**config.mk**
```make
export PLATFORM = sky130hd
export DESIGN_NAME = open_loop_startup_commutator
export DESIGN_NICKNAME = d
export VERILOG_FILES = /design/src/include/startup_pkg.sv /design/src/core/open_loop_startup_commutator.sv /design/src/core/pwm_leg.sv
export SDC_FILE = /design/constraint.sdc
export NUM_CORES = 1
export LEC_CHECK = 0
export BUFFER_PORTS_ARGS = -buffer_cell sky130_fd_sc_hd__buf_2
export CAP_MARGIN = 0
export CORE_MARGIN = 10
export CORE_UTILIZATION = 30
export DETAILED_ROUTE_END_ITERATION = 7
export MAX_ROUTING_LAYER = met4
export PLACE_DENSITY = 0.56
export SYNTH_ARGS = -nofsm -noshare
export SYNTH_HDL_FRONTEND = slang
export SYNTH_HIERARCHICAL = 1
export SYNTH_SLANG_ARGS = --single-unit
```
**constraint.sdc**
```tcl
create_clock -name i_core_clk -period 4 [get_ports i_core_clk]
set_clock_uncertainty 0.05 [all_clocks]
set_input_delay 0.2 -clock i_core_clk [delete_from_list [all_inputs] [get_ports i_core_clk]]
set_output_delay 0.2 -clock i_core_clk [all_outputs]
set_load 0.02 [all_outputs]
```
**src/include/startup_pkg.sv**
```systemverilog
// Behaviour
// - ramp period falls over time from start value toward target
// - fall rate set by programmable ramp step delay
// - on start the period loads from the initial setting
// - at target the period holds and finished flag reads 0x7FFF
// - pulse generator fires one pulse per current period
// - six-state counter holds only values 0 through 5
// - counter advances on each trigger pulse, else holds
// - counter value picks one of six inverter switch patterns
// - active outputs run at the start-up duty setting
// - ramp length follows delay, tick period and period difference
package startup_pkg;
  localparam int PERIOD_W = 16;
  localparam int DELAY_W = 16;
  localparam int DUTY_W = 16;
  localparam int PADDR_W = 12;
  // register byte offsets
  localparam logic [11:0] OFS_CONTROL = 12'h000;
  localparam logic [11:0] OFS_INIT_PERIOD = 12'h004;
  localparam logic [11:0] OFS_FINAL_PERIOD = 12'h008;
  localparam logic [11:0] OFS_STEP_DELAY = 12'h00C;
  localparam logic [11:0] OFS_DUTY = 12'h010;
  localparam logic [11:0] OFS_STATUS = 12'h014;
  localparam logic [11:0] OFS_TICK_DIV = 12'h018;
  // control fields
  localparam int CTRL_RUN_BIT = 0;
  // reset values
  localparam logic [15:0] RST_INIT_PERIOD = 16'h0100;
  localparam logic [15:0] RST_FINAL_PERIOD = 16'h0040;
  localparam logic [15:0] RST_STEP_DELAY = 16'h0004;
  localparam logic [15:0] RST_DUTY = 16'h1000;
  localparam logic [15:0] RST_TICK_DIV = 16'h007C;
  localparam logic [15:0] RAMP_DONE_VALUE = 16'h7FFF;
  localparam logic [2:0] LAST_INDEX = 3'h5;
  typedef enum logic [1:0] {ST_IDLE, ST_RAMP, ST_HOLD} ramp_state_e;
endpackage

```
**src/core/open_loop_startup_commutator.sv**
```systemverilog
// The implementer's own choices: register access over APB and the register addresses.
`timescale 1ns/1ps
module open_loop_startup_commutator
  import startup_pkg::*;
#(
  parameter int PWM_PERIOD = 1000
) (
  input wire logic i_core_clk,
  input wire logic i_rst,
  input wire logic psel,
  input wire logic penable,
  input wire logic pwrite,
  input wire logic [PADDR_W-1:0] paddr,
  input wire logic [31:0] pwdata,
  input wire logic [3:0] pstrb,
  output logic [31:0] prdata,
  output logic pready,
  output logic pslverr,
  output logic [5:0] o_pwm,
  output logic [2:0] o_commutation_index,
  output logic o_advance_trigger,
  output logic [15:0] o_ramp_finished_flag
);
  typedef struct packed {
    logic run;
    logic [PERIOD_W-1:0] initial_period_setting;
    logic [PERIOD_W-1:0] final_period_setting;
    logic [DELAY_W-1:0] step_interval_setting;
    logic [DUTY_W-1:0] startup_duty;
    logic [15:0] tick_div;
    logic [31:0] rdata;
    ramp_state_e state;
    logic [15:0] tick_cnt;
    logic tick;
    logic [DELAY_W-1:0] delay_cnt;
    logic [PERIOD_W-1:0] period;
    logic [15:0] ramp_finished_flag;
    logic [PERIOD_W-1:0] pulse_cnt;
    logic trigger;
    logic [2:0] six_state_counter;
    logic [15:0] carrier;
  } core_s;
  core_s q;
  core_s next_q;

  logic wr_en;
  logic rd_en;
  logic mapped;
  logic [5:0] pattern;
  logic [5:0] leg_en;

  assign wr_en = psel && penable && pwrite;
  // read data is fetched in the setup cycle so it stands during the access
  assign rd_en = psel && !penable && !pwrite;
  assign mapped = (paddr == OFS_CONTROL) || (paddr == OFS_INIT_PERIOD) ||
                  (paddr == OFS_FINAL_PERIOD) || (paddr == OFS_STEP_DELAY) ||
                  (paddr == OFS_DUTY) || (paddr == OFS_STATUS) ||
                  (paddr == OFS_TICK_DIV);

  // merge byte lanes into a 16-bit field
  function automatic logic [15:0] lane16(input logic [15:0] old,
                                         input logic [31:0] wd,
                                         input logic [3:0] st);
    logic [15:0] r;
    r = old;
    if (st[0]) begin
      r[7:0] = wd[7:0];
    end
    if (st[1]) begin
      r[15:8] = wd[15:8];
    end
    return r;
  endfunction

  // commutation table: bits are {c_lo,c_hi,b_lo,b_hi,a_lo,a_hi}
  always_comb begin
    case (q.six_state_counter)
      3'h0: pattern = 6'h09; // a high, b low
      3'h1: pattern = 6'h21; // a high, c low
      3'h2: pattern = 6'h24; // b high, c low
      3'h3: pattern = 6'h06; // b high, a low
      3'h4: pattern = 6'h12; // c high, a low
      3'h5: pattern = 6'h18; // c high, b low
      default: pattern = 6'h00;
    endcase
  end
  assign leg_en = q.run ? pattern : 6'h00;

  // next-state logic: bus, tick, ramp, pulse, counter, carrier
  always_comb begin
    next_q = q;
    // register writes
    if (wr_en) begin
      case (paddr)
        OFS_CONTROL: begin
          if (pstrb[0]) begin
            next_q.run = pwdata[CTRL_RUN_BIT];
          end
        end
        OFS_INIT_PERIOD: next_q.initial_period_setting =
          lane16(q.initial_period_setting, pwdata, pstrb);
        OFS_FINAL_PERIOD: next_q.final_period_setting =
          lane16(q.final_period_setting, pwdata, pstrb);
        OFS_STEP_DELAY: next_q.step_interval_setting =
          lane16(q.step_interval_setting, pwdata, pstrb);
        OFS_DUTY: next_q.startup_duty =
          lane16(q.startup_duty, pwdata, pstrb);
        OFS_TICK_DIV: next_q.tick_div = lane16(q.tick_div, pwdata, pstrb);
        default: ;
      endcase
    end
    // register reads
    next_q.rdata = 32'h0000_0000;
    if (rd_en) begin
      case (paddr)
        OFS_CONTROL: next_q.rdata = {31'h0, q.run};
        OFS_INIT_PERIOD: next_q.rdata = {16'h0, q.initial_period_setting};
        OFS_FINAL_PERIOD: next_q.rdata = {16'h0, q.final_period_setting};
        OFS_STEP_DELAY: next_q.rdata = {16'h0, q.step_interval_setting};
        OFS_DUTY: next_q.rdata = {16'h0, q.startup_duty};
        OFS_STATUS: next_q.rdata = {q.ramp_finished_flag, 10'h0,
                                    q.six_state_counter, q.state == ST_HOLD,
                                    q.state == ST_RAMP, q.run};
        OFS_TICK_DIV: next_q.rdata = {16'h0, q.tick_div};
        default: next_q.rdata = 32'h0000_0000;
      endcase
    end
    // sampling tick prescaler
    next_q.tick = 1'b0;
    if (q.tick_cnt >= q.tick_div) begin
      next_q.tick_cnt = 16'h0000;
      next_q.tick = 1'b1;
    end else begin
      next_q.tick_cnt = q.tick_cnt + 16'h0001;
    end
    // ramp down generator
    case (q.state)
      ST_IDLE: begin
        next_q.period = q.initial_period_setting;
        next_q.delay_cnt = '0;
        next_q.ramp_finished_flag = 16'h0000;
        if (q.run) begin
          next_q.state = ST_RAMP;
        end
      end
      ST_RAMP: begin
        if (q.period <= q.final_period_setting) begin
          next_q.state = ST_HOLD;
          next_q.ramp_finished_flag = RAMP_DONE_VALUE;
        end else if (q.tick) begin
          if (q.delay_cnt >= q.step_interval_setting) begin
            next_q.delay_cnt = '0;
            next_q.period = q.period - 16'h0001;
          end else begin
            next_q.delay_cnt = q.delay_cnt + 16'h0001;
          end
        end
      end
      ST_HOLD: begin
        next_q.ramp_finished_flag = RAMP_DONE_VALUE;
      end
      default: next_q.state = ST_IDLE;
    endcase
    if (!q.run) begin
      next_q.state = ST_IDLE;
    end
    // impulse generator, counted in sampling ticks
    next_q.trigger = 1'b0;
    if (q.state == ST_IDLE) begin
      next_q.pulse_cnt = '0;
    end else if (q.tick) begin
      if (q.pulse_cnt + 16'h0001 >= q.period) begin
        next_q.pulse_cnt = '0;
        next_q.trigger = 1'b1;
      end else begin
        next_q.pulse_cnt = q.pulse_cnt + 16'h0001;
      end
    end
    // six-state commutation counter
    if (q.trigger) begin
      if (q.six_state_counter >= LAST_INDEX) begin
        next_q.six_state_counter = 3'h0;
      end else begin
        next_q.six_state_counter = q.six_state_counter + 3'h1;
      end
    end
    // pwm carrier sawtooth
    if (q.carrier >= 16'(PWM_PERIOD - 1)) begin
      next_q.carrier = 16'h0000;
    end else begin
      next_q.carrier = q.carrier + 16'h0001;
    end
  end

  always_ff @(posedge i_core_clk) begin
    if (i_rst) begin
      q <= '0;
      q.initial_period_setting <= RST_INIT_PERIOD;
      q.final_period_setting <= RST_FINAL_PERIOD;
      q.step_interval_setting <= RST_STEP_DELAY;
      q.startup_duty <= RST_DUTY;
      q.tick_div <= RST_TICK_DIV;
      q.state <= ST_IDLE;
    end else begin
      q <= next_q;
    end
  end

  // one channel per switch
  genvar g;
  generate
    for (g = 0; g < 6; g++) begin : g_leg
      pwm_leg #(.W(16)) u_leg (
        .i_core_clk(i_core_clk),
        .i_rst(i_rst),
        .i_enable(leg_en[g]),
        .i_carrier(q.carrier),
        .i_duty(q.startup_duty),
        .o_pwm(o_pwm[g])
      );
    end
  endgenerate

  // bus answers
  assign pready = 1'b1;
  assign pslverr = psel && penable && !mapped;
  assign prdata = q.rdata;
  assign o_commutation_index = q.six_state_counter;
  assign o_advance_trigger = q.trigger;
  assign o_ramp_finished_flag = q.ramp_finished_flag;

  property p_index_range;
    @(posedge i_core_clk) disable iff (i_rst)
      q.six_state_counter <= LAST_INDEX;
  endproperty
  a_index_range: assert property (p_index_range)
    else $error("index out of range");

  property p_wrap;
    @(posedge i_core_clk) disable iff (i_rst)
      (q.trigger && q.six_state_counter == 3'h5) |=>
        q.six_state_counter == 3'h0;
  endproperty
  a_wrap: assert property (p_wrap)
    else $error("counter did not wrap");

  property p_advance;
    @(posedge i_core_clk) disable iff (i_rst)
      (q.trigger && q.six_state_counter < 3'h5) |=>
        q.six_state_counter == $past(q.six_state_counter) + 3'h1;
  endproperty
  a_advance: assert property (p_advance)
    else $error("counter did not advance");

  property p_hold_idx;
    @(posedge i_core_clk) disable iff (i_rst)
      !q.trigger |=> $stable(q.six_state_counter);
  endproperty
  a_hold_idx: assert property (p_hold_idx)
    else $error("counter moved without trigger");

  property p_done_flag;
    @(posedge i_core_clk) disable iff (i_rst)
      (q.state == ST_RAMP && q.period <= q.final_period_setting) |=>
        q.ramp_finished_flag == 16'h7FFF;
  endproperty
  a_done_flag: assert property (p_done_flag)
    else $error("done flag not set");

  property p_step_one;
    @(posedge i_core_clk) disable iff (i_rst)
      (q.state == ST_RAMP && q.run && q.period != $past(q.period)) |->
        q.period == $past(q.period) - 16'h0001;
  endproperty
  a_step_one: assert property (p_step_one)
    else $error("ramp step not one");

  property p_load;
    @(posedge i_core_clk) disable iff (i_rst)
      (q.state == ST_IDLE) |=> q.period == $past(q.initial_period_setting);
  endproperty
  a_load: assert property (p_load)
    else $error("period not loaded");

  property p_pulse_single;
    @(posedge i_core_clk) disable iff (i_rst)
      q.trigger |=> !q.trigger;
  endproperty
  a_pulse_single: assert property (p_pulse_single)
    else $error("trigger longer than one cycle");

  property p_outputs_pattern;
    @(posedge i_core_clk) disable iff (i_rst)
      ((o_pwm & ~$past(leg_en)) == 6'h00);
  endproperty
  a_outputs_pattern: assert property (p_outputs_pattern)
    else $error("pwm outside pattern");

  property p_flag_values;
    @(posedge i_core_clk) disable iff (i_rst)
      (q.ramp_finished_flag == 16'h0000) ||
      (q.ramp_finished_flag == RAMP_DONE_VALUE);
  endproperty
  a_flag_values: assert property (p_flag_values)
    else $error("done flag holds an odd value");

  property p_idle_dark;
    @(posedge i_core_clk) disable iff (i_rst)
      !q.run |=> o_pwm == 6'h00;
  endproperty
  a_idle_dark: assert property (p_idle_dark)
    else $error("pwm active while stopped");
endmodule

```
**src/core/pwm_leg.sv**
```systemverilog
`timescale 1ns/1ps
// one pwm channel: on while enabled and the carrier is below duty
module pwm_leg
  import startup_pkg::*;
#(
  parameter int W = 16
) (
  input wire logic i_core_clk,
  input wire logic i_rst,
  input wire logic i_enable,
  input wire logic [W-1:0] i_carrier,
  input wire logic [W-1:0] i_duty,
  output logic o_pwm
);
  typedef struct packed {
    logic pwm;
  } leg_s;
  leg_s q;
  leg_s next_q;

  // compare carrier with duty
  always_comb begin
    next_q = q;
    next_q.pwm = i_enable && (i_carrier < i_duty);
  end

  always_ff @(posedge i_core_clk) begin
    if (i_rst) begin
      q <= '0;
    end else begin
      q <= next_q;
    end
  end

  assign o_pwm = q.pwm;
endmodule

```
# --- Word-level counts from Yosys, hierarchy flattened ---
# Index checks and enable logic that the tools add are counted.
word_totals:
  register_bits: 222
  inputBits: 53
  output_inout_bits: 60
  elab_cells: 124
classes:
  add_sub_neg: 6
  magnitude_cmp: 7
  eq_ne: 17
  mux: 16
  bitwise_logic: 4
  reduce_logical: 46
ops:
  columns: ["cell", "n"]
  rows:
  - ["$pmux W32 S7", 1]
  - ["$add A16 B1 Y16 const B", 4]
  - ["$mux W16", 4]
  - ["$mux W32", 2]
  - ["$pmux W32 S2", 1]
  - ["$ge A16 B16 Y1", 3]
  - ["$pmux W16 S3", 1]
  - ["$eq A12 B5 Y1 const B", 3]
  - ["$pmux W6 S6", 1]
  - ["$reduce_and A3 Y1", 12]
  - ["$eq A12 B4 Y1 const B", 2]
  - ["$ge A16 B10 Y1 const B", 1]
  - ["$le A16 B16 Y1", 1]
  - ["$lt A16 B16 Y1", 1]
  - ["$sub A16 B1 Y16 const B", 1]
  - ["$eq A12 B3 Y1 const B", 1]
  - ["$logic_not A12 Y1", 1]
  - ["$logic_and A1 B1 Y1", 11]
  - ["$reduce_or A2 Y1", 5]
  - ["$eq A3 B2 Y1 const B", 2]
  - ["$eq A3 B3 Y1 const B", 2]
  - ["$logic_or A1 B1 Y1", 6]
  - ["$mux W6", 1]
  - ["$pmux W2 S3", 1]
  - ["19 further kinds", 28]

# --- Longest topological paths before layout ---
# Gate-level depths: netlist of run 1.
depth:
  ltp_word: 9
  depth_mapped: 15
  ltp_nobuf: 13

# --- Cells and area by module ---
# Netlist of run 1, hierarchy kept.
by_module_without_submodules:
  columns: ["module", "instances", "cells_each", "area_per_inst_um2", "seq_area_each_um2"]
  rows:
  - ["open_loop_startup_commutator", 1, 1237, 10080.9, 3723.6]
  - ["pwm_leg", 6, 54, 406.6, 20.0]

# --- Worst setup path before layout of run 1 ---
# Ideal clock, no wire load.
synth_path:
  kind: "register to register"
  start: "register q[20] (netlist name)"
  end: "register q[26] (netlist name)"
  setup_time_ps: 128
  t_arrival_ps: 3163
  t_required_ps: 3822
  slack_ps: 660
  stages_incl_launch_ff: 16
  n_path_buf: 2
  synth_period_minus_slack_ps: 3340
  cell_sequence: "dfxtp_1 > ha_1 > nand3_1 > nor2_1 > and3_1 > and3_1 > clkbuf_1 > nand3_1 > xnor2_1 > ha_1 > o211ai_1 > nor4_1 > o21ai_0 > o211ai_1 > clkbuf_1 > nor2_1"
synth_via:
  elab_chain_cells: 3
synth_rtl:
  columns: ["item", "line_no", "source"]
  rows:
  - ["from (decl)", "open_loop_startup_commutator.sv:43", "core_s q;"]
  - ["from (signal assigned)", "open_loop_startup_commutator.sv:205", "q <= next_q;"]
  - ["$add A16 B1 Y16 *", "open_loop_startup_commutator.sv:172, open_loop_startup_commutator.sv:176", null]
  - ["$ge A16 B16 Y1", "open_loop_startup_commutator.sv:172", "if (q.pulse_cnt + 16'h0001 >= q.period) begin"]
  - ["$mux W16 *", "open_loop_startup_commutator.sv:172", null]
# Mark *: on every way between the ends. The rest lies on a longest branch, timed or not.
# A chain may end at the register's enable or synchronous reset.

# --- Worst setup path in the final report of run 1 ---
layout_path:
  start: "register q[20] (netlist name)"
  end: "register q[23] (netlist name)"
# Same word-level chain as after synthesis.

==> flow_summary.json, run 1 <==
{
  "finalPower_mw": 3.89,
  "syn_area_um2": 12500,
  "irDropWorstVdd_uv": 293,
  "worstMarginPinSlew_ns": 0.792,
  "antenna_found_initial": 1,
  "synthTopCellsByArea": "dfxtp_1 (31%), ha_1 (17%), a21oi_1 (6.3%), inv_1 (5.2%), nand3_1 (4.3%)",
  "fin_crit_sh_pct": 81.7,
  "drv_slew": 0,
  "period_needed_ns": 3.27,
  "drtAntennaViolNets": 0,
  "finalSetupViolCount": 0,
  "post_drt_via_cell_ratio": 5.19,
  "nNetsFinal": 1800,
  "clock_path_buffers": 2,
  "wire_per_inst_um": 17.3,
  "first_iter_violations": 912,
  "die_h_um": 224,
  "grt_pass1_wl_um": 58000,
  "drive_gt1_share_pct": 10.0,
  "start_util_pct": 30.5,
  "final_design_area_no_fill_um2": 13800,
  "tritoncts": "done",
  "hold_viol_final": 0,
  "clk_pin_slew_ns": 0.08,
  "dieArea_um2": 50300,
  "io_pins": 113,
  "drt-pass1-iter-count": 7,
  "grt_pass1_vias": 10599,
  "design.core.area_um2": 41000,
  "grt_overflow": 0,
  "critPathBufInv": 1,
  "place.port_buffers": 91,
  "synth_top_area_share_pct": 30.7,
  "routed_wl_um": 36800,
  "ys_types": 72,
  "grt_max_degree": 59,
  "area_growth_pct": 10.2,
  "post_cts_resized": 0,
  "place_inst": 2088,
  "remaining_drc_errors": 0,
  "num_vias": 11040,
  "hold_path_class": "in2reg",
  "path_cells": "ha_1 > nand3_1 > nor2_1 > and3_1 > and3_1 > nand3_1 > xnor2_1 > ha_1 > o211ai_1 > nor4_1 > o21ai_0 > o211ai_1 > buf_4 > nor2_1",
  "relSlewSlack_pct": 47.2,
  "worstPathRequired_ns": 4.29,
  "yosysWarningCount": 6,
  "power.leakage_nw": 5.43,
  "htreeDepth": 4,
  "cts_setup_buffers": 0,
  "placed_cell_area_um2": 13100,
  "globalplace.congestion": 0.871,
  "synth_edf_count": 0,
  "p_per_area_nw_per_um2": 282,
  "post-place-ws_ns": 0.767,
  "crit_type": "reg2reg",
  "rsz0062_at_grt": "no",
  "tns_ns": 0,
  "synth.largest_area_cell": "dfxtp_1",
  "grt.total_usage_pct": 14.8,
  "outcome": "completed",
  "place.detailed.hpwl_um": 27700,
  "numCtsBuffers": 17,
  "setup_ws_ns": 0.733,
  "ys_seq_area_share_pct": 30.7,
  "clk_latency_ns": 0.45,
  "syn_avg_cell_area_um2": 8.02,
  "critPathCaptureType": "flop",
  "fin_cells": 2126,
  "dieWidth_um": 224,
  "clock_sinks": 192,
  "rows": 74,
  "ys_seq_elements": 192,
  "cap_violations": 0,
  "async_flop_share_pct": 0,
  "path_delay_family": "simple AND/OR/NAND/NOR gates",
  "cp_slowest_cell": "dfxtp_1",
  "path_max_fanout": 16,
  "worstSetupStartpointType": "flop",
  "max_stage_delay_ns": 0.40,
  "max_freq_mhz": 306,
  "critPathArrivalTime_ns": 3.55,
  "root_buffer": "clkbuf_16",
  "syn_inst": 1561,
  "ys.flop_type": "dfxtp_1"
}
[tightest hold or removal path, stage by stage]
cell and delay, ns:
buf_2 0.15, nand3_1 0.08, a21oi_1 0.05
[flip-flops by register name (all words and copies together) (netlist names)]
register and count:
g_leg.u_leg/o_pwm 6, q 164, o_ramp_finished_flag 1, o_commutation_index 3, prdata 17, o_advance_trigger 1
[power breakdown]
| group | total [mW] | internal, mW | switching (mW) |
|---|---|---|---|
| logic | 0.149 | 0.0513 | 0.0981 |
| registers | 1.93 | 1.92 | 0.0129 |
| clock network | 1.82 | 0.925 | 0.892 |
[Yosys cell counts, types with 5 or more instances]
| master | count |
|---|---|
| nor2_1 | 78 |
| a221oi_1 | 6 |
| clkbuf_1 | 45 |
| or3_1 | 16 |
| inv_1 | 172 |
| a222oi_1 | 13 |
| a21oi_2 | 6 |
| ha_1 | 167 |
| a21o_1 | 23 |
| a31oi_1 | 6 |
| and2_1 | 8 |
| nor3b_1 | 13 |
| o41ai_1 | 5 |
| dfxtp_1 | 192 |
| a211o_1 | 9 |
| o211ai_1 | 16 |
| a21oi_1 | 157 |
| buf_2 | 15 |
| nand2_1 | 141 |
| o21ai_0 | 50 |
| nor3_1 | 25 |
| nand3_1 | 107 |
| a22oi_1 | 22 |
| nand4_1 | 26 |
| nor2b_1 | 7 |
| buf_1 | 5 |
| or4_1 | 6 |
| mux2i_1 | 5 |
| buf_4 | 53 |
| xor2_1 | 35 |
| nand2b_1 | 7 |
| xnor2_1 | 16 |
| and3_1 | 20 |
| o21a_1 | 21 |
| and4_1 | 14 |
[per-layer routing]
| layer | GRT usage [%] | wire length, um | share of wire [%] |
|---|---|---|---|
| met1 | 17.9 | 16200 | 44 |
| met4 | 5.77 | 1010 | 2.7 |
| met2 | 24.1 | 17500 | 48 |
| met3 | 2.41 | 2120 | 5.8 |
| met5 | - | 0 | 0 |
[what timing repair did]
item | CTS | global route
setup endpoints to repair | 0 | 0
hold buffers | 5 | 0
hold endpoints to repair | 9 | 0
[per-stage QoR]
step	hold slack, ns	utilization [%]
finish	0.0170	33.6
CTS	0.00584	33.6
detailed placement	0.416	32.0
global placement	0.411	32.0
floorplan	0.286	-
global route	0.0168	33.6
[worst paths after layout]
check / startpoint / end / slack (ns) / cells past startpoint
setup / recovery: q[20]$_SDFFE_PP0P_ / q[23]$_SDFFE_PP0P_ / 0.73 / 14
hold / removal: pwdata[15] / q[214]$_SDFFE_PP0P_ / 0.02 / 3
setup reg to reg: q[20]$_SDFFE_PP0P_ / q[23]$_SDFFE_PP0P_ / 0.73 / 14
hold reg to reg: q[193]$_SDFFE_PP0P_ / q[193]$_SDFFE_PP0P_ / 0.43 / 2
[kinds of logic (layout without fill, tap and decap cells)]
| kind of cell | count (synthesis) | in the layout | share of synthesized area (%) |
|---|---|---|---|
| AO/OA/AOI/OAI | 369 | 369 | 18.7 |
| XOR/XNOR | 51 | 51 | 3.57 |
| adder cells (fa/ha/maj) | 167 | 167 | 16.7 |
| buffers and inverters | 294 | 319 | 10.7 |
| flip-flops | 192 | 192 | 30.7 |
| multiplexers | 7 | 7 | 0.580 |
| other | 2 | 10 | 0.0600 |
| AND/OR/NAND/NOR | 479 | 479 | 19.0 |
[placed cells by master, fill, tap and decap left out, types with 17 or more instances in the layout]
cell type,instances
buf_4,18
inv_1,172
nand3_1,107
and3_1,20
a22oi_1,22
nand2_1,141
nor3_1,25
o21ai_0,50
dfxtp_1,192
xor2_1,35
clkbuf_16,17
a21oi_1,157
nand4_1,26
ha_1,167
buf_2,90
a21o_1,23
nor2_1,78
o21a_1,21
[layout make-up]
type                       instances  area, um2
fill                            4284      27200
multi-input combinational       1082       7370
sequential                       192       3840
tap                              532        666
inverter                         174        653
timing repair buffer             113        636
clock buffer                      18        439
clock inverter                    14        185
antenna                            1       2.50
(Power assumes the default switching activity.)
==> run 2: changes to the inputs <==
- clock period: 4 -> 3.3 ns (I/O delays scaled with it)
==> flow_summary.json, run 2 (same netlist as run 1, synthesis figures left out) <==
{
  "outcome": "completed",
  "post-place-ws_ns": 0.0748,
  "nNetsFinal": 1824,
  "crit_path_start": "q[20]$_SDFFE_PP0P_",
  "final_design_area_no_fill_um2": 14100,
  "layout_common_cells": "dfxtp_1 (189), inv_1 (172), ha_1 (166)",
  "htreeDepth": 4,
  "drive_gt1_share_pct": 11.3,
  "finalSetupViolCount": 0,
  "period_needed_ns": 3.11,
  "worstMarginPinSlew_ns": 0.830,
  "fillCellCount": 4234,
  "setup_ws_ns": 0.188,
  "hold_slack_ns": 0.0165,
  "io_pins": 113,
  "numCtsBuffers": 17,
  "globalplace.congestion": 0.923,
  "finalPower_mw": 4.79,
  "first_iter_violations": 953,
  "routed_wl_um": 37800,
  "start_util_pct": 30.5,
  "clock_path_buffers": 2,
  "clk_latency_ns": 0.45,
  "grt.total_usage_pct": 15.0,
  "power.leakage_nw": 5.54,
  "design.core.area_um2": 41000,
  "critPathCaptureType": "flop",
  "finish.utilization_pct": 34.3,
  "fin_crit_sh_pct": 94.3,
  "cp_slowest_cell": "dfxtp_4",
  "r2r-start": "q[20]$_SDFFE_PP0P_",
  "place.port_buffers": 91,
  "hold_path_class": "in2reg",
  "drtAntennaViolNets": 0,
  "max_freq_mhz": 321,
  "critPathArrivalTime_ns": 3.40,
  "path_max_fanout": 6,
  "drt-pass1-iter-count": 6,
  "remaining_drc_errors": 0,
  "place.detailed.hpwl_um": 28500,
  "root_buffer": "clkbuf_16",
  "clk_pin_slew_ns": 0.08,
  "post_drt_via_cell_ratio": 5.19,
  "relSlewSlack_pct": 44.7,
  "drv_slew": 0,
  "irDropWorstVdd_uv": 397,
  "die_h_um": 224,
  "reg2reg_slack_ns": 0.19,
  "dieWidth_um": 224,
  "largest-register": "q",
  "path_cells": "and3_1 > and4_1 > and3_1 > and2_2 > nand2_1 > xnor2_1 > ha_1 > o211ai_1 > nor4_1 > o21ai_0 > o211ai_1 > clkdlybuf4s15_2 > nor2_1",
  "grt_pass1_wl_um": 58700,
  "wire_per_inst_um": 17.6,
  "grt_pass1_vias": 10735,
  "rr_endpoint": "q[21]$_SDFFE_PP0P_",
  "placed_cell_area_um2": 13200,
  "num_vias": 11166,
  "crit_type": "reg2reg",
  "rows": 74,
  "grt_max_degree": 74,
  "antenna_found_initial": 3,
  "worstPathRequired_ns": 3.59,
  "max_stage_delay_ns": 0.39,
  "grt_overflow": 0,
  "reg2regPathDepth": 13,
  "hold_viol_final": 0,
  "clock_sinks": 192,
  "cap_violations": 0,
  "hold_start": "pwdata[4]",
  "p_per_area_nw_per_um2": 340,
  "endpoint": "q[21]$_SDFFE_PP0P_",
  "dieArea_um2": 50300,
  "final_common_cell": "dfxtp_1",
  "area_growth_pct": 12.4,
  "worstSetupStartpointType": "flop",
  "tritoncts": "done",
  "largest_reg_flops": 164
}
-- run 2: final cells by class --
class	instances	area, um2	share of cell area [%]
diodes	3	7.51	0.0533
repair buffers	137	860	6.11
inverters	174	653	4.64
multi-input cells	1082	7410	52.6
clock buffers	18	429	3.05
clock inverters	14	203	1.44
flip-flops and latches	192	3850	27.4
well taps	532	666	4.73
-- run 2: worst min-delay path by stage --
stage	endpoint	slack [ns]	cells past startpoint
6_report	q[171]$_SDFFE_PP0P_	0.02	3
5_1_grt	q[171]$_SDFFE_PP0P_	0.01	3
4_1_cts	q[171]$_SDFFE_PP0P_	0.003	3
3_5_place_dp	q[173]$_SDFFE_PP0P_	0.42	2
3_3_place_gp	q[173]$_SDFFE_PP0P_	0.41	2
2_1_floorplan	q[136]$_SDFFE_PP0P_	0.25	2
-- run 2: through the flow --
stage | setup TNS, ns | instances
finish | 0 | 2152
global route | -0.0329 | 2152
CTS | 0 | 2147
detailed placement | 0 | 2099
global placement | 0 | 2099
floorplan | 0 | 1568
-- run 2: layer usage --
metal  GRT usage, %  share of wire (%)  wire length [um]
met5              -                  0                 0
met4           4.67                2.0               740
met3           2.97                6.2              2340
met2           24.3                 47             17800
met1           18.5                 45             16900
-- run 2: what timing repair did --
item / CTS / global route
gates resized for setup: 0 / 12
buffers inserted: 0 / 1
endpoints found under the hold margin: 68 / 0
endpoints found under the setup margin: 0 / 18
hold buffers: 16 / 0
-- run 2: worst max-delay path: cells and delay by family (launching register included) --
family | cells | cell delay [ns]
simple gates | 7 | 1.32
compound gates | 3 | 0.51
flops | 1 | 0.39
fa+ha+maj | 1 | 0.32
buf+inv | 1 | 0.29
xor+xnor | 1 | 0.13
-- run 2: where the power goes --
| part | switching [mW] | leakage [nW] | internal [mW] |
|---|---|---|---|
| Clock | 1.04 | 0.297 | 1.22 |
| Sequential | 0.0159 | 1.55 | 2.32 |
| Combinational | 0.122 | 3.69 | 0.0714 |
| Total | 1.17 | 5.54 | 3.62 |
